--- config.mk ---
export PLATFORM = sky130hd
export DESIGN_NAME = sec_core
export DESIGN_NICKNAME = d
export VERILOG_FILES = /design/src/pkg/sec_pkg.sv /design/src/hdl/sec_core.sv /design/src/hdl/sec_sync.sv /design/src/hdl/sec_fifo.sv
export SDC_FILE = /design/constraint.sdc
export NUM_CORES = 2
export LEC_CHECK = 0
export BUFFER_PORTS_ARGS = -buffer_cell sky130_fd_sc_hd__buf_2
export CAP_MARGIN = 40
export CORE_MARGIN = 4
export CORE_UTILIZATION = 45
export CTS_CLUSTER_SIZE = 40
export DETAILED_ROUTE_END_ITERATION = 10
export PLACE_DENSITY = 0.71
export SLEW_MARGIN = 20
export SYNTH_ARGS = -nofsm -noshare
export SYNTH_HDL_FRONTEND = slang
export SYNTH_SLANG_ARGS = --single-unit
--- constraint.sdc ---
create_clock -name CORE_CLK -period 4.8 [get_ports CORE_CLK]
set_input_delay 0.48 -clock CORE_CLK [delete_from_list [all_inputs] [get_ports CORE_CLK]]
set_output_delay 0.48 -clock CORE_CLK [all_outputs]
set_load 0.1 [all_outputs]
--- src/pkg/sec_pkg.sv ---
// Shared constants and types of the serial EEPROM command interface.
// Assumes a 20 MHz core clock that samples every pin of the three-wire bus.
package sec_pkg;
  localparam int CLK_HZ = 20_000_000;
  localparam int PROG_TIME_US = 5000;
  localparam int PROG_CYCLES_DEF = PROG_TIME_US * (CLK_HZ / 1_000_000);
  localparam int WORD_W = 16;
  localparam int BYTE_W = 8;
  localparam int NWORDS = 64;
  localparam int ADDR_W = 7;
  localparam int FIFO_DEPTH = 16;
  localparam logic [4:0] OP_BITS = 5'h02;
  localparam logic [4:0] ADDR_BITS_X16 = 5'h06;
  localparam logic [4:0] ADDR_BITS_X8 = 5'h07;
  localparam logic [4:0] DATA_BITS_X16 = 5'h10;
  localparam logic [4:0] DATA_BITS_X8 = 5'h08;
  localparam logic [1:0] OP_EXT = 2'h0;
  localparam logic [1:0] OP_WRITE = 2'h1;
  localparam logic [1:0] OP_READ = 2'h2;
  localparam logic [1:0] OP_ERASE = 2'h3;
  localparam logic [1:0] EXT_LOCK = 2'h0;
  localparam logic [1:0] EXT_FILL = 2'h1;
  localparam logic [1:0] EXT_CLEAR = 2'h2;
  localparam logic [1:0] EXT_ENABLE = 2'h3;
  typedef enum logic [2:0] {
    ST_IDLE, ST_OPC, ST_ADDR, ST_DATA, ST_READ, ST_DONE, ST_OVER
  } sec_state_t;
  typedef enum logic [2:0] {
    PG_NONE, PG_WRITE, PG_ERASE, PG_FILL, PG_CLEAR
  } sec_prog_t;
endpackage

--- src/hdl/sec_core.sv ---
// Command interface of a 1-kbit serial EEPROM, array held in flip-flops.
// Assumes the bus pins are asynchronous to CORE_CLK and that RESET is the
// supply-detect reset, held until the supply is stable.
// Functional notes
// - Sample data input on serial clock rise.
// - Start bit one, then opcode, address, data.
// - Stopped serial clock freezes decoder state; programming timer runs on.
// - Chip select low ends transaction, standby.
// - Read: dummy zero, then addressed word.
// - Read output changes on serial clock rise.
// - Read continues to next address, wraps.
// - Layout input picks x16 or x8 array.
// - Write enable latch clear after power-up.
// - Programming ignored unless write enable set.
// - Write enable holds until lock instruction.
// - Lock instruction clears write enable latch.
// - Select fall starts self-timed programming cycle.
// - Status on output after select rises again.
// - No status if select rises after cycle.
// - Programming cycle lasts at most 5 ms.
// - Fill writes pattern to every location.
// - Erase sets addressed location, reports status.
// - Clear sets whole array to ones.
// - Opcode encoding and exact bit counts.
// - Instructions ignored until reset released.
`timescale 1ns/1ns
`default_nettype none
module sec_core import sec_pkg::*; #(
  parameter int PROG_CYCLES = PROG_CYCLES_DEF
)(
  input wire logic CORE_CLK,
  input wire logic RESET,
  input wire logic CHIP_SELECT,
  input wire logic SERIAL_CLOCK_IN,
  input wire logic DATA_IN,
  input wire logic LAYOUT_SELECT,
  output logic DATA_OUT,
  output logic DATA_OUT_OE
);
  localparam int TW = $clog2(PROG_CYCLES + 1);

  logic [3:0] pin_s;
  logic cs_s, sk_s, din_s, layout_s;
  logic sk_d_reg, cs_d_reg;
  logic sk_edge, cs_fall, cs_rise;

  sec_state_t state_reg;
  logic [4:0] cnt_reg;
  logic [1:0] op_reg;
  logic [ADDR_W-1:0] addr_reg;
  logic [WORD_W-1:0] data_reg;
  logic x16_reg;
  logic wen_reg;
  logic busy_reg;
  logic [TW-1:0] timer_reg;
  sec_prog_t pend_reg;
  logic stat_reg;
  logic dout_reg;
  logic [WORD_W-1:0] shift_reg;
  logic [4:0] bits_reg;
  logic [ADDR_W-1:0] rd_addr_reg;
  logic [WORD_W-1:0] mem_reg [NWORDS];

  logic [ADDR_W-1:0] addr_nx;
  logic [1:0] ext_nx, ext_now;
  logic addr_last, prog_go, prog_done;
  sec_prog_t prog_kind;
  logic [5:0] wi;
  logic [WORD_W-1:0] fill_word, put_word, fetch_word, aligned;
  logic fifo_in_ready, fifo_out_valid, pop;
  logic [WORD_W-1:0] fifo_out_data;

  sec_sync #(.W(4)) u_sync (
    .clk(CORE_CLK),
    .rst(RESET),
    .d({CHIP_SELECT, SERIAL_CLOCK_IN, DATA_IN, LAYOUT_SELECT}),
    .q(pin_s)
  );

  assign cs_s = pin_s[3];
  assign sk_s = pin_s[2];
  assign din_s = pin_s[1];
  assign layout_s = pin_s[0];

  always_ff @(posedge CORE_CLK) begin
    if (RESET) begin
      sk_d_reg <= 1'b0;
      cs_d_reg <= 1'b0;
    end else begin
      sk_d_reg <= sk_s;
      cs_d_reg <= cs_s;
    end
  end

  // Bits are taken only on a serial clock rise with select high.
  assign sk_edge = sk_s && !sk_d_reg && cs_s;
  assign cs_fall = cs_d_reg && !cs_s;
  assign cs_rise = cs_s && !cs_d_reg;

  assign addr_nx = {addr_reg[ADDR_W-2:0], din_s};
  assign ext_nx = x16_reg ? addr_nx[5:4] : addr_nx[6:5];
  assign ext_now = x16_reg ? addr_reg[5:4] : addr_reg[6:5];
  assign addr_last = sk_edge && state_reg == ST_ADDR && cnt_reg == 5'h00;

  always_comb begin
    case (op_reg)
      OP_WRITE: prog_kind = PG_WRITE;
      OP_ERASE: prog_kind = PG_ERASE;
      OP_EXT: begin
        if (ext_now == EXT_FILL) begin
          prog_kind = PG_FILL;
        end else if (ext_now == EXT_CLEAR) begin
          prog_kind = PG_CLEAR;
        end else begin
          prog_kind = PG_NONE;
        end
      end
      default: prog_kind = PG_NONE;
    endcase
  end

  // Decoder. With select high and no serial clock rise nothing here moves,
  // so the serial clock may stop at any point; a start bit while busy is dropped.
  always_ff @(posedge CORE_CLK) begin
    if (RESET) begin
      state_reg <= ST_IDLE;
      cnt_reg <= 5'h00;
      op_reg <= 2'h0;
      addr_reg <= '0;
      data_reg <= '0;
      x16_reg <= 1'b1;
    end else if (!cs_s) begin
      state_reg <= ST_IDLE;
    end else if (sk_edge) begin
      case (state_reg)
        ST_IDLE: begin
          if (din_s && !busy_reg) begin
            state_reg <= ST_OPC;
            cnt_reg <= OP_BITS - 5'h01;
            x16_reg <= layout_s;
          end
        end
        ST_OPC: begin
          op_reg <= {op_reg[0], din_s};
          if (cnt_reg == 5'h00) begin
            state_reg <= ST_ADDR;
            cnt_reg <= (x16_reg ? ADDR_BITS_X16 : ADDR_BITS_X8) - 5'h01;
          end else begin
            cnt_reg <= cnt_reg - 5'h01;
          end
        end
        ST_ADDR: begin
          addr_reg <= x16_reg ? {1'b0, addr_nx[5:0]} : addr_nx;
          if (cnt_reg != 5'h00) begin
            cnt_reg <= cnt_reg - 5'h01;
          end else if (op_reg == OP_READ) begin
            state_reg <= ST_READ;
          end else if (op_reg == OP_WRITE ||
                       (op_reg == OP_EXT && ext_nx == EXT_FILL)) begin
            state_reg <= ST_DATA;
            cnt_reg <= (x16_reg ? DATA_BITS_X16 : DATA_BITS_X8) - 5'h01;
          end else begin
            state_reg <= ST_DONE;
          end
        end
        ST_DATA: begin
          data_reg <= {data_reg[WORD_W-2:0], din_s};
          if (cnt_reg == 5'h00) begin
            state_reg <= ST_DONE;
          end else begin
            cnt_reg <= cnt_reg - 5'h01;
          end
        end
        // One clock too many voids a programming instruction.
        ST_DONE: state_reg <= ST_OVER;
        ST_READ: state_reg <= ST_READ;
        ST_OVER: state_reg <= ST_OVER;
        default: state_reg <= ST_IDLE;
      endcase
    end
  end

  always_ff @(posedge CORE_CLK) begin
    if (RESET) begin
      wen_reg <= 1'b0;
    end else if (addr_last && op_reg == OP_EXT) begin
      if (ext_nx == EXT_ENABLE) begin
        wen_reg <= 1'b1;
      end else if (ext_nx == EXT_LOCK) begin
        wen_reg <= 1'b0;
      end
    end
  end

  // Only a complete instruction, exactly counted, starts a cycle.
  assign prog_go = cs_fall && state_reg == ST_DONE && wen_reg &&
                   !busy_reg && prog_kind != PG_NONE;
  assign prog_done = busy_reg && timer_reg == TW'(PROG_CYCLES - 1);

  always_ff @(posedge CORE_CLK) begin
    if (RESET) begin
      busy_reg <= 1'b0;
      timer_reg <= '0;
      pend_reg <= PG_NONE;
    end else if (prog_go) begin
      busy_reg <= 1'b1;
      timer_reg <= '0;
      pend_reg <= prog_kind;
    end else if (prog_done) begin
      busy_reg <= 1'b0;
      pend_reg <= PG_NONE;
    end else if (busy_reg) begin
      timer_reg <= timer_reg + 1'b1;
    end
  end

  // The array changes only when the cycle ends; decoder registers are
  // frozen meanwhile because start bits are refused while busy.
  assign wi = x16_reg ? addr_reg[5:0] : addr_reg[6:1];
  assign fill_word = x16_reg ? data_reg : {2{data_reg[BYTE_W-1:0]}};

  always_comb begin
    put_word = (pend_reg == PG_WRITE) ? data_reg : '1;
    if (!x16_reg) begin
      if (addr_reg[0]) begin
        put_word = {put_word[BYTE_W-1:0], mem_reg[wi][BYTE_W-1:0]};
      end else begin
        put_word = {mem_reg[wi][WORD_W-1:BYTE_W], put_word[BYTE_W-1:0]};
      end
    end
  end

  always_ff @(posedge CORE_CLK) begin
    if (prog_done) begin
      case (pend_reg)
        PG_WRITE, PG_ERASE: mem_reg[wi] <= put_word;
        PG_FILL: begin
          for (int i = 0; i < NWORDS; i++) begin
            mem_reg[i] <= fill_word;
          end
        end
        PG_CLEAR: begin
          for (int i = 0; i < NWORDS; i++) begin
            mem_reg[i] <= '1;
          end
        end
        default: ;
      endcase
    end
  end

  // Read prefetch: words run ahead of the shifter into the FIFO, which
  // fills and then stalls the fetch pointer until a word is shifted out.
  assign fetch_word = x16_reg ? mem_reg[rd_addr_reg[5:0]] :
                      (rd_addr_reg[0] ?
                       {8'h00, mem_reg[rd_addr_reg[6:1]][WORD_W-1:BYTE_W]} :
                       {8'h00, mem_reg[rd_addr_reg[6:1]][BYTE_W-1:0]});

  always_ff @(posedge CORE_CLK) begin
    if (RESET) begin
      rd_addr_reg <= '0;
    end else if (addr_last && op_reg == OP_READ) begin
      rd_addr_reg <= x16_reg ? {1'b0, addr_nx[5:0]} : addr_nx;
    end else if (state_reg == ST_READ && fifo_in_ready) begin
      if (x16_reg) begin
        rd_addr_reg <= {1'b0, rd_addr_reg[5:0] + 6'h01};
      end else begin
        rd_addr_reg <= rd_addr_reg + 7'h01;
      end
    end
  end

  sec_fifo #(.W(WORD_W), .DEPTH(FIFO_DEPTH)) u_fifo (
    .clk(CORE_CLK),
    .rst(RESET),
    .flush(state_reg != ST_READ),
    .in_valid(state_reg == ST_READ),
    .in_ready(fifo_in_ready),
    .in_data(fetch_word),
    .out_valid(fifo_out_valid),
    .out_ready(pop),
    .out_data(fifo_out_data)
  );

  assign pop = sk_edge && state_reg == ST_READ && bits_reg == 5'h00;
  assign aligned = x16_reg ? fifo_out_data :
                   {fifo_out_data[BYTE_W-1:0], 8'h00};

  always_ff @(posedge CORE_CLK) begin
    if (RESET) begin
      stat_reg <= 1'b0;
    end else if (!cs_s) begin
      stat_reg <= 1'b0;
    end else if (cs_rise && busy_reg) begin
      stat_reg <= 1'b1;
    end
  end

  always_ff @(posedge CORE_CLK) begin
    if (RESET) begin
      dout_reg <= 1'b0;
      shift_reg <= '0;
      bits_reg <= 5'h00;
    end else if (addr_last && op_reg == OP_READ) begin
      dout_reg <= 1'b0;
      bits_reg <= 5'h00;
    end else if (pop) begin
      dout_reg <= fifo_out_valid && aligned[WORD_W-1];
      shift_reg <= {aligned[WORD_W-2:0], 1'b0};
      bits_reg <= (x16_reg ? DATA_BITS_X16 : DATA_BITS_X8) - 5'h01;
    end else if (sk_edge && state_reg == ST_READ) begin
      dout_reg <= shift_reg[WORD_W-1];
      shift_reg <= {shift_reg[WORD_W-2:0], 1'b0};
      bits_reg <= bits_reg - 5'h01;
    end else if (stat_reg || (cs_rise && busy_reg)) begin
      dout_reg <= !busy_reg;
    end
  end

  assign DATA_OUT = dout_reg;
  assign DATA_OUT_OE = state_reg == ST_READ || stat_reg;
endmodule
`default_nettype wire

--- src/hdl/sec_sync.sv ---
// Two-stage synchroniser for a group of asynchronous pin levels.
// Assumes each bit is an independent level; no word coherence is given.
`timescale 1ns/1ns
`default_nettype none
module sec_sync #(
  parameter int W = 1
)(
  input wire logic clk,
  input wire logic rst,
  input wire logic [W-1:0] d,
  output logic [W-1:0] q
);
  logic [W-1:0] meta_reg;

  always_ff @(posedge clk) begin
    if (rst) begin
      meta_reg <= '0;
      q <= '0;
    end else begin
      meta_reg <= d;
      q <= meta_reg;
    end
  end
endmodule
`default_nettype wire

--- src/hdl/sec_fifo.sv ---
// Flip-flop FIFO with valid/ready on both sides and a synchronous flush.
// Assumes one clock; flush wins over a push in the same cycle.
`timescale 1ns/1ns
`default_nettype none
module sec_fifo #(
  parameter int W = 16,
  parameter int DEPTH = 16
)(
  input wire logic clk,
  input wire logic rst,
  input wire logic flush,
  input wire logic in_valid,
  output logic in_ready,
  input wire logic [W-1:0] in_data,
  output logic out_valid,
  input wire logic out_ready,
  output logic [W-1:0] out_data
);
  localparam int PW = $clog2(DEPTH);
  logic [W-1:0] mem_reg [DEPTH];
  logic [PW-1:0] wp_reg;
  logic [PW-1:0] rp_reg;
  logic [PW:0] cnt_reg;
  logic push;
  logic pop;

  assign in_ready = cnt_reg != (PW+1)'(DEPTH);
  assign out_valid = cnt_reg != '0;
  assign out_data = mem_reg[rp_reg];
  assign push = in_valid && in_ready;
  assign pop = out_valid && out_ready;

  always_ff @(posedge clk) begin
    if (push) begin
      mem_reg[wp_reg] <= in_data;
    end
  end

  always_ff @(posedge clk) begin
    if (rst || flush) begin
      wp_reg <= '0;
      rp_reg <= '0;
      cnt_reg <= '0;
    end else begin
      if (push) begin
        wp_reg <= wp_reg + 1'b1;
      end
      if (pop) begin
        rp_reg <= rp_reg + 1'b1;
      end
      if (push && !pop) begin
        cnt_reg <= cnt_reg + 1'b1;
      end else if (pop && !push) begin
        cnt_reg <= cnt_reg - 1'b1;
      end
    end
  end
endmodule
`default_nettype wire

# --- Word level (Yosys, flattened, before mapping) ---
# Memories as Yosys holds them, arrays and structs flattened. A register that Yosys moved wholly into a read port is not among the register bits.
# Cells that the tools add are included.
totals:
  register_bits: 109
  output_inout_bits: 2
  mem_count: 2
  elab_cells: 328
  in_bits: 6
  ramBits: 1280
mem_list:
  columns: ["name", "depth", "word_bits", "read_ports", "rd_ports_with_merged_regs", "write_ports", "line", "source"]
  rows:
  - ["mem_reg", 64, 16, 2, 2, 64, "sec_core.sv:62", "logic [WORD_W-1:0] mem_reg [NWORDS];"]
  - ["u_fifo.mem_reg", 16, 16, 1, 1, 1, "sec_fifo.sv:20", "logic [W-1:0] mem_reg [DEPTH];"]
op_classes:
  reduce_logical: 65
  eq_ne: 29
  addsub: 11
  n_mux: 132
  n_bitwise: 67
op_table:
  columns: ["operator", "n"]
  rows:
  - ["$mux 16", 73]
  - ["$or 1x1->1", 64]
  - ["$mux 5", 11]
  - ["$mux 6", 6]
  - ["$mux 3", 10]
  - ["$mux 7", 4]
  - ["$logic_and 1x1->1", 23]
  - ["$pmux 5 s4", 1]
  - ["$sub 5x1->5 const B", 4]
  - ["$mux 1", 19]
  - ["$pmux 3 s6", 1]
  - ["$add 17x1->17 const B", 1]
  - ["$eq 17x17->1 const B", 1]
  - ["$reduce_or 16->1", 1]
  - ["$ne 2x2->1 const B", 7]
  - ["$eq 3x2->1 const B", 4]
  - ["$eq 3x3->1 const B", 4]
  - ["$logic_not 5->1", 2]
  - ["$reduce_and 2->1", 5]
  - ["$reduce_bool 2->1", 5]
  - ["$reduce_bool 5->1", 2]
  - ["$reduce_or 2->1", 5]
  - ["$pmux 3 s3", 1]
  - ["$reduce_and 3->1", 3]
  - ["other kinds (24)", 47]

# --- Depth between registers and ports, before layout ---
logic_depth:
  word_depth: 9
  mapped_depth: 14
  mapped_depth_nobuf: 13

# --- Cells and area by module ---
# From an unflattened synthesis, not the netlist that was laid out.
unflattened:
  cells_unflattened: 4828
  area_unflattened_um2: 66421.2
modules_own_cells:
  columns: ["module", "cells_each", "n_inst", "seq_area_each_um2", "area_per_inst_um2"]
  rows:
  - ["sec_core", 4305, 1, 27346.2, 55673.4]
  - ["sec_fifo", 507, 1, 8027.7, 10537.6]
  - ["sec_sync", 16, 1, 160.2, 210.2]

# --- Least setup slack after synthesis ---
# OpenSTA, ideal clock, no wires.
synth_timing:
  kind: "reg2reg"
  start: "register timer_reg[5]"
  end: "memory mem_reg[40][0], enable pin"
  required_ns: 4.416
  period_less_slack_ns: 3.424
  t_arrival_ns: 3.040
  stages_incl_launch_ff: 9
  setup_slack_ns: 1.376
  setup_ns: 0.384
  path_buffers: 2
  cell_sequence: "dfxtp_1 -> or4b_4 -> or4_4 -> buf_6 -> buf_12 -> or4_4 -> nor2b_4 -> nand2_1 -> o21ai_0"
synth_rtl:
  columns: ["element", "line", "source"]
  rows:
  - ["start, declared", "sec_core.sv:55", "logic [TW-1:0] timer_reg;"]
  - ["start signal, assigned", "sec_core.sv:213", "timer_reg <= timer_reg + 1'b1;"]
  - ["end, declared", "sec_core.sv:62", null]

==> key figures <==
Run status
  • Status: completed

Route
  • Drt first pass iters: 6
  • Total number of vias: 43,640
  • Via/cell ratio: 6.502
  • Routed length per instance: 26.99 µm
  • DRC Markers: 0
  • Drt total wl: 181,100 µm
  • Remaining antenna violation count: 0
  • DRT iter0 DRCs: 5,935

Layout
  • Max reg flops: 1,024
  • Area of the multi-input gates: 0.02703 mm²
  • Post-layout util: 50.74%
  • Layout cells sized above 1: 24.81%
  • Register area: 0.03556 mm²
  • Final nets: 4,737
  • Area delta synth->final: 11.85%
  • Layout fillers: 11,500
  • Ant. Diodes: 0

Synth
  • Mapped cell area: 0.06432 mm²
  • Main area contributors after synthesis: edfxtp_1 35%, mux4_2 20%, dfxtp_1 20%, a21oi_1 4.4%, mux2i_1 2.7%
  • Syn nets: 4,767
  • Sequential-to-total area share from yosys stat: 55.25%
  • Top cell type's share of synthesized area: 35.11%
  • Cell with the most instances after synthesis: edfxtp_1
  • Most common flop cell mapped by yosys: edfxtp_1
  • YS warnings: 0
  • Synthesis-stage register bit count: 1,399
  • Synth area leader: edfxtp_1
  • Post-synth cell types: 78
  • Avg Cell Area, Syn: 13.56 µm²
  • Top post-synthesis cells by count: 752 x edfxtp_1, 647 x dfxtp_1, 584 x mux4_2
  • Cell count after synthesis: 4,743
  • Number of synthesized flops with an enable pin: 752
  • Post-synth ARST share: 0%

Floorplanning
  • Die Wd: 386.1 µm
  • Die area: 0.1490 mm²
  • Die H: 386.1 µm
  • IO Count: 8
  • Initial Util: 45.37%
  • # rows: 138
  • Core region area: 0.1418 mm²

Clocking
  • Longest Clk Path Bufs: 3
  • Post-CTS Setup Repair Bufs: 0
  • CTS tree: done
  • Worst-Skew Late Latency: 0.78 ns
  • Clock-pin slew on the worst setup and hold paths: 0.06 ns
  • CTS H-tree depth: 4
  • Post-CTS sizing: 0
  • Root buf cell: clkbuf_16
  • TritonCTS Buffers: 144
  • Cts hold-fix bufs: 4
  • Clock sinks: 1,399

STA
  • RSZ-0062 raised after global routing: no
  • Final min period: 3.913 ns
  • Max-slew violations: 0
  • # setup viols final: 0
  • Worst rel slew slack: 18.22%
  • Fmax: 255.6 MHz
  • Setup_tns: 0 ns
  • Final hold viol count: 0
  • Worst-margin pin slew: 1.227 ns
  • Tcrit/Tclk final: 81.52%
  • Skew final: 0.03774 ns

GRT
  • Vias in the first global route: 42,290
  • Largest net degree at the start of global routing: 213
  • First-pass GRT wire length: 272,800 µm
  • Grt ovf: 0
  • Global-route usage over all layers: 24.21%
  • Initial antenna violation count: 5

Setup path
  • Crit-path max FO: 34
  • Crit path required time: 5.30 ns
  • Crit path DAT: 4.41 ns
  • Critical path type: register to register
  • Critical path launch point type: register
  • Worst setup EP type: register
  • R2R depth: 8

Power and ir drop
  • Switch Pwr: 4.645 mW
  • PwrDens: 321.9 mW/mm²
  • Maximum vdd drop: 0.3152 mV
  • Internal power: 18.51 mW
  • Power share of the sequential group: 53.9%
  • Clock power frac: 45.9%
  • Switch share: 20.06%
  • P_leak: 23.03 nW
  • Combinational share of power: 0.1%

Place
  • IO Port Bufs: 7
  • HPWL Detailed: 120,400 µm
  • Final GP Congestion: 0.9381

Worst hold path
  • Hold Crit Class: input pin to register
  • Hold Path Cell Cnt: 2

Flow run
  • Max Cap Violations: 0
## placed cells by master, fill, tap and decap left out, types with 149 or more instances in the layout
cell,n
buf_4,196
mux4_2,584
clkbuf_16,149
nor3_1,297
dfxtp_1,637
a21oi_1,560
nand2_1,178
mux2i_1,172
edfxtp_1,752
o21ai_0,224
## layout make-up
| cell class | count | area share, % |
|---|---|---|
| clock buffers | 201 | 5.608 |
| inverters | 31 | 0.1618 |
| repair buffers | 264 | 3.413 |
| flip-flops and latches | 1399 | 49.43 |
| multi-input cells | 2873 | 37.58 |
| well taps | 1890 | 3.287 |
| clock inverters | 53 | 0.5218 |
## layer usage
layer	vias to the layer above	track usage, %	wire length, µm	part of all wire, %
met4	8	10.23	8370	4.6
met5	-	0	54	0.030
met2	2512	37.26	83290	46
met3	470	5.825	19740	11
met1	21840	33.03	69650	38
li1	18800	-	-	-
## kinds of logic after synthesis
kind of cell             count (synthesis)  share of synthesized area (%)
flip-flops                            1399                          55.25
AO/OA/AOI/OAI                         1230                          11.16
AND/OR/NAND/NOR                        833                          6.502
multiplexers                           761                          23.21
buffers and inverters                  471                          3.089
XOR/XNOR                                31                         0.4222
adder cells (fa/ha/maj)                 18                         0.3618
## metrics by stage
| stage | area, µm² | setup slack [ns] | cells | hold slack [ns] | power (mW) |
|---|---|---|---|---|---|
| 2_1_floorplan | 64320 | 1.376 | 4743 | 0.4138 | 12.76 |
| 3_3_place_gp | 66930 | 0.7217 | 6406 | 0.4357 | 12.77 |
| 3_5_place_dp | 67420 | 1.018 | 6447 | 0.4256 | 12.77 |
| 4_1_cts | 71870 | 1.035 | 6705 | 0.1610 | 23.27 |
| 5_1_grt | 71940 | 0.8745 | 6711 | 0.2150 | 23.77 |
| 6_report | 71940 | 0.8871 | 6711 | 0.2203 | 23.16 |
## critical path: stages, from the launching register on
cell	delay (ns)
dfxtp_4	0.75
buf_4	0.60
mux4_2	0.63
a22oi_1	0.18
a21o_1	0.14
o2111ai_1	0.26
a31oi_1	0.70
nor3_2	0.17
buf_6	0.20
## worst paths after layout
path                                                     from                              to  slack (ns)
worst min register to register  u_sync.meta_reg[2]$_SDFF_PP0_          u_sync.q[2]$_SDFF_PP0_        0.45
worst min-delay path                                    RESET          u_sync.q[2]$_SDFF_PP0_        0.22
worst max register to register                       register  u_fifo.mem_reg[7][2]$_DFFE_PP_        0.89
worst max-delay path                                 register  u_fifo.mem_reg[7][2]$_DFFE_PP_        0.89
## power groups by stage
stage | registers [mW] | logic [mW] | clock network, mW
global route | 12.5 | 0.0341 | 11.3
finish | 12.5 | 0.0320 | 10.6
CTS | 12.5 | 0.0313 | 10.8
detailed placement | 12.7 | 0.0286 | 0
floorplan | 12.7 | 0.0185 | 0
global placement | 12.7 | 0.0275 | 0
Power figures use the tool's default switching activity.
